## src/shared/fpu_ctx_defs.svh

```systemverilog
// Register offsets, field positions, reset values and frame sizes
`ifndef FPU_CTX_DEFS_SVH
`define FPU_CTX_DEFS_SVH

// ---------------------------------------------------------------------------
// Register byte offsets
// ---------------------------------------------------------------------------
`define OFF_ENABLE      12'h000
`define OFF_STACK       12'h004
`define OFF_XEN         12'h008
`define OFF_MODE        12'h00C
`define OFF_STATUS      12'h010
`define OFF_INT_MASK    12'h014
`define OFF_CTX         12'h018

// ---------------------------------------------------------------------------
// Field positions
// ---------------------------------------------------------------------------
`define MODE_FLUSH_BIT  0
`define MODE_HALF_BIT   1
`define MODE_NAN_BIT    2
`define MODE_RND_LSB    3
`define STAT_FAULT_BIT  6
`define STAT_WIDTH      7

// ---------------------------------------------------------------------------
// Reset values
// ---------------------------------------------------------------------------
`define RST_ENABLE      1'h0
`define RST_STACK       2'h2
`define RST_XEN         6'h00
`define RST_MODE        5'h00
`define RST_MASK        7'h00

// ---------------------------------------------------------------------------
// Frame sizes in words
// ---------------------------------------------------------------------------
`define FRAME_INT_WORDS 5'h08
`define FRAME_FP_WORDS  5'h1A

`endif

```

## src/shared/fpu_ctx_pkg.sv

```systemverilog
// Types shared by the floating-point context controller
package fpu_ctx_pkg;

    typedef enum logic [1:0] {
        STACK_NONE   = 2'b00,
        STACK_ALWAYS = 2'b01,
        STACK_LAZY   = 2'b10
    } stack_policy_type;

    typedef enum logic [1:0] {
        RND_NEAREST = 2'b00,
        ROUND_UP    = 2'b01,
        ROUND_DOWN  = 2'b10,
        RND_ZERO    = 2'b11
    } round_mode_type;

    typedef enum logic [1:0] {
        CTX_IDLE    = 2'b00,
        CTX_HANDLER = 2'b01,
        CTX_SAVED   = 2'b10
    } ctx_state_type;

    // Arithmetic settings handed to the datapath
    typedef struct packed {
        logic           denorm_flush_on;
        logic           half_fmt_wide_range;
        logic           nan_force_canonical;
        round_mode_type round_mode;
    } arith_mode_type;

    // Six exception conditions reported by the datapath
    typedef struct packed {
        logic inexact;
        logic input_denormal;
        logic invalid_op;
        logic div_by_zero;
        logic overflow;
        logic underflow;
    } fp_exc_type;

    // Stacking directives to the core's exception sequencer
    typedef struct packed {
        logic [4:0] frame_words;
        logic       save_low_float_regs;
        logic       restore_low_float_regs;
    } stack_ctl_type;

    typedef struct packed {
        logic             enable;
        stack_policy_type policy;
        logic [5:0]       exc_enable;
        arith_mode_type   mode;
        logic [6:0]       status;
        logic [6:0]       mask;
        ctx_state_type    ctx;
        logic             frame_fp;
        logic [31:0]      prdata;
        stack_ctl_type    stack;
        logic             lazy_save;
        logic             irq;
    } state_type;

endpackage

```

## src/verilog/fpu_context_control.sv

```systemverilog
// Floating-point unit enable gate, context stacking policy and mode control
`timescale 1ns/1ns
`include "fpu_ctx_defs.svh"
// Functional notes
// RULE1: Unit resets disabled; software must enable before instructions run.
// RULE2: Issue while disabled is blocked and raises coprocessor fault.
// RULE3: Three entry policies selectable: none, always save, lazy save.
// RULE4: Policy none stacks only the integer volatile registers.
// RULE5: Always policy saves low float regs on entry, restores on return.
// RULE6: Float stacking grows the entry frame from 8 to 26 words.
// RULE7: Lazy is default; entry reserves float space, stacks integer only.
// RULE8: Lazy: first float instruction in handler saves context first.
// RULE9: Lazy: return restores float context only if it was saved.
// RULE10: Policy none leaves float registers unpreserved across interrupts.
// RULE11: Six exception conditions detected, each able to raise an interrupt.
// RULE12: Each exception interrupt is individually enabled by software.
// RULE13: Flush-to-zero defaults off; when on, near-zero values become zero.
// RULE14: Half-precision format defaults to IEEE; alternative has wider range.
// RULE15: NaN handling defaults to pass-through; else default NaN forced.
// RULE16: Rounding selects nearest, up, down or zero; defaults to nearest.
// RULE17: Software sets modes before float instructions, else defaults.
// RULE18: All control settings are software-writable and reset to defaults.
module fpu_context_control (
    input  wire logic                       core_clk,
    input  wire logic                       rstn,
    input  wire logic                       psel,
    input  wire logic                       penable,
    input  wire logic                       pwrite,
    input  wire logic [11:0]                paddr,
    input  wire logic [31:0]                pwdata,
    output logic      [31:0]                prdata,
    output logic                            pready,
    output logic                            pslverr,
    input  wire logic                       fp_instr_valid,
    output logic                            fp_instr_ready,
    output logic                            fp_instr_exec,
    output logic                            coprocessor_absent_fault,
    input  wire logic                       irq_entry,
    input  wire logic                       irq_return,
    input  wire fpu_ctx_pkg::fp_exc_type    fp_exc,
    output fpu_ctx_pkg::arith_mode_type     arith_mode,
    output fpu_ctx_pkg::stack_ctl_type      stack_ctl,
    output logic                            lazy_save_req,
    output logic                            fpu_enabled,
    output logic                            irq
);

    // -----------------------------------------------------------------------
    // State
    // -----------------------------------------------------------------------
    fpu_ctx_pkg::state_type s_reg;
    fpu_ctx_pkg::state_type s_next;

    logic       wr_en;
    logic       rd_en;
    logic       hit;
    logic [6:0] events;
    logic       blocked;
    logic       lazy_hit;

    function automatic logic [6:0] w1c(input logic [6:0] cur,
                                       input logic [6:0] set,
                                       input logic [6:0] clr);
        // Set wins over a clear in the same cycle
        w1c = (cur & ~clr) | set;
    endfunction

    function automatic logic decode(input logic [11:0] a);
        decode = (a == `OFF_ENABLE) || (a == `OFF_STACK) ||
                 (a == `OFF_XEN) || (a == `OFF_MODE) ||
                 (a == `OFF_STATUS) || (a == `OFF_INT_MASK) ||
                 (a == `OFF_CTX);
    endfunction

    // -----------------------------------------------------------------------
    // APB access
    // -----------------------------------------------------------------------
    assign hit     = decode(paddr);
    assign wr_en   = psel && penable && pwrite && hit;
    assign rd_en   = psel && !penable && !pwrite;
    assign pready  = 1'b1;
    assign pslverr = psel && penable && !hit;

    // RULE2: disabled gate
    assign blocked  = fp_instr_valid && !s_reg.enable;
    // RULE8: lazy save first
    assign lazy_hit = fp_instr_valid && s_reg.enable &&
                      s_reg.ctx == fpu_ctx_pkg::CTX_HANDLER &&
                      s_reg.frame_fp;

    // RULE11: six conditions
    // RULE12: per-exception gating
    assign events = {blocked, fp_exc & s_reg.exc_enable};

    always_comb begin
        s_next = s_reg;
        s_next.lazy_save = 1'b0;
        s_next.stack.save_low_float_regs = 1'b0;
        s_next.stack.restore_low_float_regs = 1'b0;
        // RULE18: software control
        if (wr_en) begin
            case (paddr)
                `OFF_ENABLE: begin
                    // RULE1: enable bit
                    s_next.enable = pwdata[0];
                end
                `OFF_STACK: begin
                    // RULE3: policy select
                    if (pwdata[1:0] != 2'b11) begin
                        s_next.policy =
                            fpu_ctx_pkg::stack_policy_type'(pwdata[1:0]);
                    end
                end
                `OFF_XEN: begin
                    s_next.exc_enable = pwdata[5:0];
                end
                `OFF_MODE: begin
                    // RULE13: flush select
                    s_next.mode.denorm_flush_on =
                        pwdata[`MODE_FLUSH_BIT];
                    // RULE14: half format
                    s_next.mode.half_fmt_wide_range =
                        pwdata[`MODE_HALF_BIT];
                    // RULE15: NaN handling
                    s_next.mode.nan_force_canonical =
                        pwdata[`MODE_NAN_BIT];
                    // RULE16: rounding select
                    s_next.mode.round_mode = fpu_ctx_pkg::round_mode_type'(
                        pwdata[`MODE_RND_LSB+1:`MODE_RND_LSB]);
                end
                `OFF_INT_MASK: begin
                    s_next.mask = pwdata[6:0];
                end
                default: begin
                end
            endcase
        end
        s_next.status = w1c(s_reg.status, events,
                            (wr_en && paddr == `OFF_STATUS) ?
                            pwdata[6:0] : 7'h00);

        // Context tracking; nested entries are not tracked separately
        case (s_reg.ctx)
            fpu_ctx_pkg::CTX_IDLE: begin
                if (irq_entry) begin
                    s_next.ctx = fpu_ctx_pkg::CTX_HANDLER;
                    // RULE4: integer-only frame
                    // RULE10: no preservation
                    s_next.frame_fp = 1'b0;
                    s_next.stack.frame_words = `FRAME_INT_WORDS;
                    if (s_reg.policy == fpu_ctx_pkg::STACK_ALWAYS) begin
                        // RULE5: save on entry
                        // RULE6: larger frame
                        s_next.ctx = fpu_ctx_pkg::CTX_SAVED;
                        s_next.frame_fp = 1'b1;
                        s_next.stack.frame_words = `FRAME_FP_WORDS;
                        s_next.stack.save_low_float_regs = 1'b1;
                    end else if (s_reg.policy ==
                                 fpu_ctx_pkg::STACK_LAZY) begin
                        // RULE7: reserve only
                        s_next.frame_fp = 1'b1;
                        s_next.stack.frame_words = `FRAME_FP_WORDS;
                    end
                end
            end
            fpu_ctx_pkg::CTX_HANDLER: begin
                if (lazy_hit) begin
                    s_next.lazy_save = 1'b1;
                    s_next.stack.save_low_float_regs = 1'b1;
                    s_next.ctx = fpu_ctx_pkg::CTX_SAVED;
                end else if (irq_return) begin
                    // RULE9: nothing to restore
                    s_next.ctx = fpu_ctx_pkg::CTX_IDLE;
                end
            end
            fpu_ctx_pkg::CTX_SAVED: begin
                if (irq_return) begin
                    // RULE5: restore on return
                    // RULE9: restore when saved
                    s_next.stack.restore_low_float_regs = 1'b1;
                    s_next.ctx = fpu_ctx_pkg::CTX_IDLE;
                end
            end
            default: begin
                s_next.ctx = fpu_ctx_pkg::CTX_IDLE;
            end
        endcase

        s_next.irq = |(s_next.status & s_next.mask);
        s_next.prdata = 32'h0000_0000;
        if (rd_en) begin
            case (paddr)
                `OFF_ENABLE:   s_next.prdata = {31'h0, s_reg.enable};
                `OFF_STACK:    s_next.prdata = {30'h0, s_reg.policy};
                `OFF_XEN:      s_next.prdata = {26'h0, s_reg.exc_enable};
                `OFF_MODE:     s_next.prdata = {27'h0, s_reg.mode.round_mode,
                                   s_reg.mode.nan_force_canonical,
                                   s_reg.mode.half_fmt_wide_range,
                                   s_reg.mode.denorm_flush_on};
                `OFF_STATUS:   s_next.prdata = {25'h0, s_reg.status};
                `OFF_INT_MASK: s_next.prdata = {25'h0, s_reg.mask};
                `OFF_CTX:      s_next.prdata = {24'h0, s_reg.stack.frame_words,
                                   s_reg.frame_fp, s_reg.ctx};
                default:       s_next.prdata = 32'h0000_0000;
            endcase
        end else if (psel && penable) begin
            s_next.prdata = s_reg.prdata;
        end
    end

    always_ff @(posedge core_clk or negedge rstn) begin
        if (!rstn) begin
            s_reg.enable     <= `RST_ENABLE;
            s_reg.policy     <= fpu_ctx_pkg::stack_policy_type'(`RST_STACK);
            s_reg.exc_enable <= `RST_XEN;
            s_reg.mode       <= `RST_MODE;
            s_reg.status     <= 7'h00;
            s_reg.mask       <= `RST_MASK;
            s_reg.ctx        <= fpu_ctx_pkg::CTX_IDLE;
            s_reg.frame_fp   <= 1'b0;
            s_reg.prdata     <= 32'h0000_0000;
            s_reg.stack      <= {`FRAME_INT_WORDS, 2'b00};
            s_reg.lazy_save  <= 1'b0;
            s_reg.irq        <= 1'b0;
        end else begin
            s_reg <= s_next;
        end
    end

    // -----------------------------------------------------------------------
    // Outputs
    // -----------------------------------------------------------------------
    assign prdata                   = s_reg.prdata;
    // Issue stalls two cycles so the save directive leads the instruction
    assign fp_instr_ready           = s_reg.enable && !lazy_hit &&
                                      !s_reg.lazy_save;
    assign fp_instr_exec            = fp_instr_valid && fp_instr_ready;
    assign coprocessor_absent_fault = blocked;
    assign arith_mode               = s_reg.mode;
    assign stack_ctl                = s_reg.stack;
    assign lazy_save_req            = s_reg.lazy_save;
    assign fpu_enabled              = s_reg.enable;
    assign irq                      = s_reg.irq;
endmodule // fpu_context_control

```

## config.mk

```make
export PLATFORM = sky130hd
export DESIGN_NAME = fpu_context_control
export DESIGN_NICKNAME = d
export VERILOG_FILES = /design/src/shared/fpu_ctx_pkg.sv /design/src/verilog/fpu_context_control.sv
export VERILOG_INCLUDE_DIRS = /design/src /design/src/shared
export SDC_FILE = /design/constraint.sdc
export NUM_CORES = 1
export LEC_CHECK = 0
export BUFFER_PORTS_ARGS = -buffer_cell sky130_fd_sc_hd__buf_4
export CAP_MARGIN = 25
export CORE_MARGIN = 10
export CORE_UTILIZATION = 35
export CTS_CLUSTER_SIZE = 28
export DETAILED_ROUTE_END_ITERATION = 8
export RECOVER_POWER = 100
export SYNTH_ARGS = -nofsm -noshare
export SYNTH_HDL_FRONTEND = slang
export SYNTH_SLANG_ARGS = --single-unit
export TNS_END_PERCENT = 5
```

## constraint.sdc

```tcl
create_clock -name core_clk -period 2.25 [get_ports core_clk]
set_input_delay 0.3375 -clock core_clk [delete_from_list [all_inputs] [get_ports core_clk]]
set_output_delay 0.3375 -clock core_clk [all_outputs]
set_load 0.03 [all_outputs]
```

### Word-level counts from Yosys, hierarchy flattened

Cells that the tools add are included.

* equality and inequality tests: 13
* multiplexer cells: 22
* bitwise operators: 5
* reduce and logical (&&, ||, !) cells: 34

Operators with widths (number)
* $mux W32: 2
* $pmux W8 S7: 1
* $eq A12 B5 Y1 const B: 3
* $eq A12 B4 Y1 const B: 2
* $mux W7: 3
* $and A7 B7 Y7: 2
* $logic_and A1 B1 Y1: 14
* $eq A12 B3 Y1 const B: 1
* $logic_not A12 Y1: 1
* $mux W5: 2
* $mux W1: 8
* $reduce_and A2 Y1: 4
* $not A7 Y7: 1
* $or A7 B7 Y7: 1
* $reduce_or A7 Y1: 1
* $and A6 B6 Y6: 1
* $logic_not A1 Y1: 6
* $logic_or A1 B1 Y1: 6
* $mux W2: 3
* $ne A2 B2 Y1 const B: 3
* $pmux W2 S3: 1
* $eq A2 B1 Y1 const B: 2
* $eq A2 B2 Y1 const B: 2
* $mux W3: 1
* 3 further kinds: 3

* output and inout bits: 52
* word-level logic and storage cells: 91
* register bits: 72
* input port bits: 58

### Logic depth before layout (Yosys ltp)

* depth in word-level cells: 15
* depth in mapped cells: 7
* gate-level depth less buffers: 5

### Worst setup path before layout

No wires, ideal clock.

* kind: input-to-reg
* start: input paddr[9]
* end: register s_reg[63] in the netlist's numbering
* library setup time: 125 ps
* slack: -156 ps
* data arrival time: 2282 ps
* stages: 6
* required time: 2125 ps
* buffers on the path: 1
* cells stage by stage: or4_4 -> nor4_1 -> and2_1 -> and3_1 -> buf_4 -> mux2_2

* cells in the longest elaborated chain, start to end: 9
* elaborated cells on any way between the ends: 15
* classes of those cells: 6 x eq/ne; 9 x reduce/logical

RTL lines
* start, declared: line fpu_context_control.sv:29 `input wire logic [11:0] paddr,`
* $eq A12 B3 Y1 or $logic_not A12 Y1 (tied branches)
* $logic_or A1 B1 Y1 (6 in series): line fpu_context_control.sv:69 `` decode = (a == `OFF_ENABLE) || (a == `OFF_STACK) || ``
* $logic_and A1 B1 Y1: line fpu_context_control.sv:79 `assign wr_en = psel && penable && pwrite && hit;`
* $reduce_and A2 Y1 (no source line) (*)
* end signal, assigned: line fpu_context_control.sv:226 `s_reg <= s_next;`
* end, declared: line fpu_context_control.sv:51 `fpu_ctx_pkg::state_type s_reg;`

Mark *: on every way between the ends. The rest lies on a longest branch, timed or not.
A chain may end at the register's enable or synchronous reset.

==> impl_metrics.tcl <==
set metrics [dict create \
    cts.clk_slew.worst_paths_ns 0.09 \
    nets 354 \
    drt-wirelength-per-cell_um 16.4 \
    number_of_flip_flops_in_the_largest_register 24 \
    grt_use_met3 0.0372 \
    run_status "complete, no violations" \
    crit_end_element "register" \
    core_region_area_sq_mm 0.00683 \
    die_height_um 104 \
    final-max-slew-violation-count 0 \
    min_path_type "in -> async" \
    largest_vdd_supply_drop_v 0.000204 \
    proportion_of_synthesized_chip_area_in_sequential_cells 0.436 \
    r2r-start "fpu_enabled" \
    route.final.wire_length_um 6440 \
    syn_inst 235 \
    grt_max_degree 44 \
    total_power_mw 1.53 \
    dpl.cell_count 384 \
    cts_tree "yes" \
    worstPathMaxFanout 7 \
    cts_root_buf "sky130_fd_sc_hd__clkbuf_8" \
    clock_sinks 43 \
    cp_data_required_time_ns 2.42 \
    groute.usage.overall 0.117 \
    grt.overflow.total 0 \
    tritoncts_buffers 5 \
    fmax_mhz 454 \
    setup_viol 0 \
    clock_latency_at_the_later_pin_of_the_worst_skew_pair_ns 0.30 \
    diode_insertion_count_for_antenna_repair 0 \
    fp.dieW_um 104 \
    start_kind "primary input" \
    synth_area_per_cell_sq_um 10.5 \
    p_leak_nw 1.38 \
    type_of_the_worst_setup_path "in -> reg" \
    cts.repair_timing.setup_buffer_count 0 \
    final_period_minus_worst_setup_slack_ns 2.20 \
    global_route.peak_usage_layer "met2" \
    htreeDepth 2 \
    grt_pass1_wl_um 10400 \
    grt_setup_unrepaired "false" \
    placement.io_buffers 56 \
    dr.pass1.iters 4 \
    leading_cell_type_in_the_layout_fill_and_taps_excluded "sky130_fd_sc_hd__buf_4" \
    stdcell_count 392 \
    fin_crit_sh 0.980 \
    detailed_router_s_first_iteration_violation_count 103 \
    grt_util_met1 0.151 \
    pin_count 110 \
    drcViolationCount 0 \
    die_area_sq_mm 0.0108 \
    viasPerCell 4.78 \
    gr-usage-met2 0.179 \
    cap_viol_max_count 0 \
    worst_slew_margin_rel 0.284 \
    r2r_slack_ns 0.48 \
    syn-cell-area_sq_mm 0.00247 \
    ctsLongestPathBuffers 2 \
    first_global_vias 1976 \
    post_cts_resized 0 \
    ys_seq_elements 43 \
    place_congestion 0.846 \
    layout.filler_cells 700 \
    mostFrequentLayoutCells "sky130_fd_sc_hd__buf_4, sky130_fd_sc_hd__dfrtp_1, sky130_fd_sc_hd__conb_1, sky130_fd_sc_hd__clkbuf_1, sky130_fd_sc_hd__mux2_2" \
    yosys_warnings 0 \
    synth_cell_type_count 46 \
    worstReg2RegEnd "prdata[0]" \
    drtAntennaViolNets 0 \
    power.density_mw_per_mm2 523 \
    final_hpwl_from_detailed_placement_um 5180 \
    initial_utilization 0.361 \
    num_vias 1874 \
    fp-row-count 30 \
    skew_final_ns 0.00578 \
    cp.arrival_ns 2.37 \
    timing_worst_slew_pin_value_ns 1.07 \
    holdBufCountCts 0 \
    worst_reg_to_reg_path_cell_count 4 \
    synthToLayoutAreaGrowth_pct 18.7 \
    hold_violations 0 \
    initial_antenna_violation_count 0 \
    fraction_of_final_layout_cells_with_drive_strength_greater_than_1 0.314 \
]
[cell type report]
type,count,area (sq um),area share
clock buffers,7,96.3,0.0329
clock inverters,1,7.51,0.00256
inverters,4,15.0,0.00513
multi-input cells,161,1110,0.378
flip-flops and latches,43,1080,0.368
well taps,96,120,0.0410
repair buffers,80,507,0.173
[worst max-delay path: stages]
cell,delay [ns]
sky130_fd_sc_hd__clkbuf_4,0.12
sky130_fd_sc_hd__or4b_4,0.54
sky130_fd_sc_hd__or4_4,0.55
sky130_fd_sc_hd__buf_8,0.16
sky130_fd_sc_hd__mux2_4,0.30
sky130_fd_sc_hd__a22o_1,0.20
sky130_fd_sc_hd__nand4b_1,0.17
[stage by stage]
step	instance area (sq um)	hold WS, ns	setup WS, ns	TNS (ns)	utilization
6_report	2930	0.217	0.0450	0	0.429
3_3_place_gp	2920	0.365	-0.287	-2.55	0.428
3_5_place_dp	2920	0.371	-0.293	-2.77	0.428
2_1_floorplan	2570	0.0419	-0.122	-0.122	-
5_1_grt	2930	0.287	0.00304	0	0.429
4_1_cts	3030	0.0383	0.0252	0	0.443
[cell families after synthesis]
group | after synthesis | share of synthesized area
AND/OR/NAND/NOR | 70 | 0.165
buffers and inverters | 57 | 0.161
adder cells (fa/ha/maj) | 1 | 0.00507
AO/OA/AOI/OAI | 41 | 0.127
other | 2 | 0.00304
multiplexers | 21 | 0.103
flip-flops | 43 | 0.436
[synth_stat cells (all sizes together)]
master,count,area [sq um]
a21boi,1,7.51
nor3,6,30.0
a22o,9,78.8
a221oi,1,8.76
buf,49,367
mux4,1,22.5
dfrtp,42,1050
clkbuf,4,15.0
mux2i,1,10.0
o21ai,8,40.0
a32oi,1,8.76
nor2b,8,50.1
a222oi,2,20.0
a22oi,2,15.0
and3,7,43.8
inv,4,15.0
conb,2,7.51
nor2,8,30.0
a2111oi,3,32.5
or4b,2,20.0
a221o,4,40.0
nor4,5,31.3
dfstp,1,26.3
nor3b,2,15.0
nand3,4,20.0
or2,3,18.8
nand4b,1,8.76
o21a,1,7.51
nand4,3,18.8
o31ai,1,7.51
and2,5,31.3
a31o,1,8.76
or4,5,45.0
mux2,19,221
or3,1,6.26
a41oi,1,8.76
nand2,10,37.5
a21oi,6,30.0
ha,1,12.5
[power by group]
part	total (mW)	internal [mW]	switching (mW)
sequential	0.782	0.776	0.00527
clock	0.554	0.279	0.275
combinational	0.196	0.0625	0.134
total	1.53	1.12	0.414
[how the worst max path moves through the flow]
| stage | start | end | cells after the start |
|---|---|---|---|
| floorplan | paddr[9] | irq | 6 |
| global placement | paddr[9] | irq | 7 |
| detailed placement | paddr[9] | irq | 7 |
| CTS | paddr[9] | irq | 7 |
| global route | paddr[9] | prdata[2] | 8 |
| finish | paddr[1] | irq | 7 |
[per-layer routing]
metal / vias up / share of wire
met2: 73 / 0.47
met3: 4 / 0.070
met5: - / 0
met1: 893 / 0.45
met4: 0 / 0.011
li1: 904 / -
Note: power is estimated with default switching activity, not from simulation.
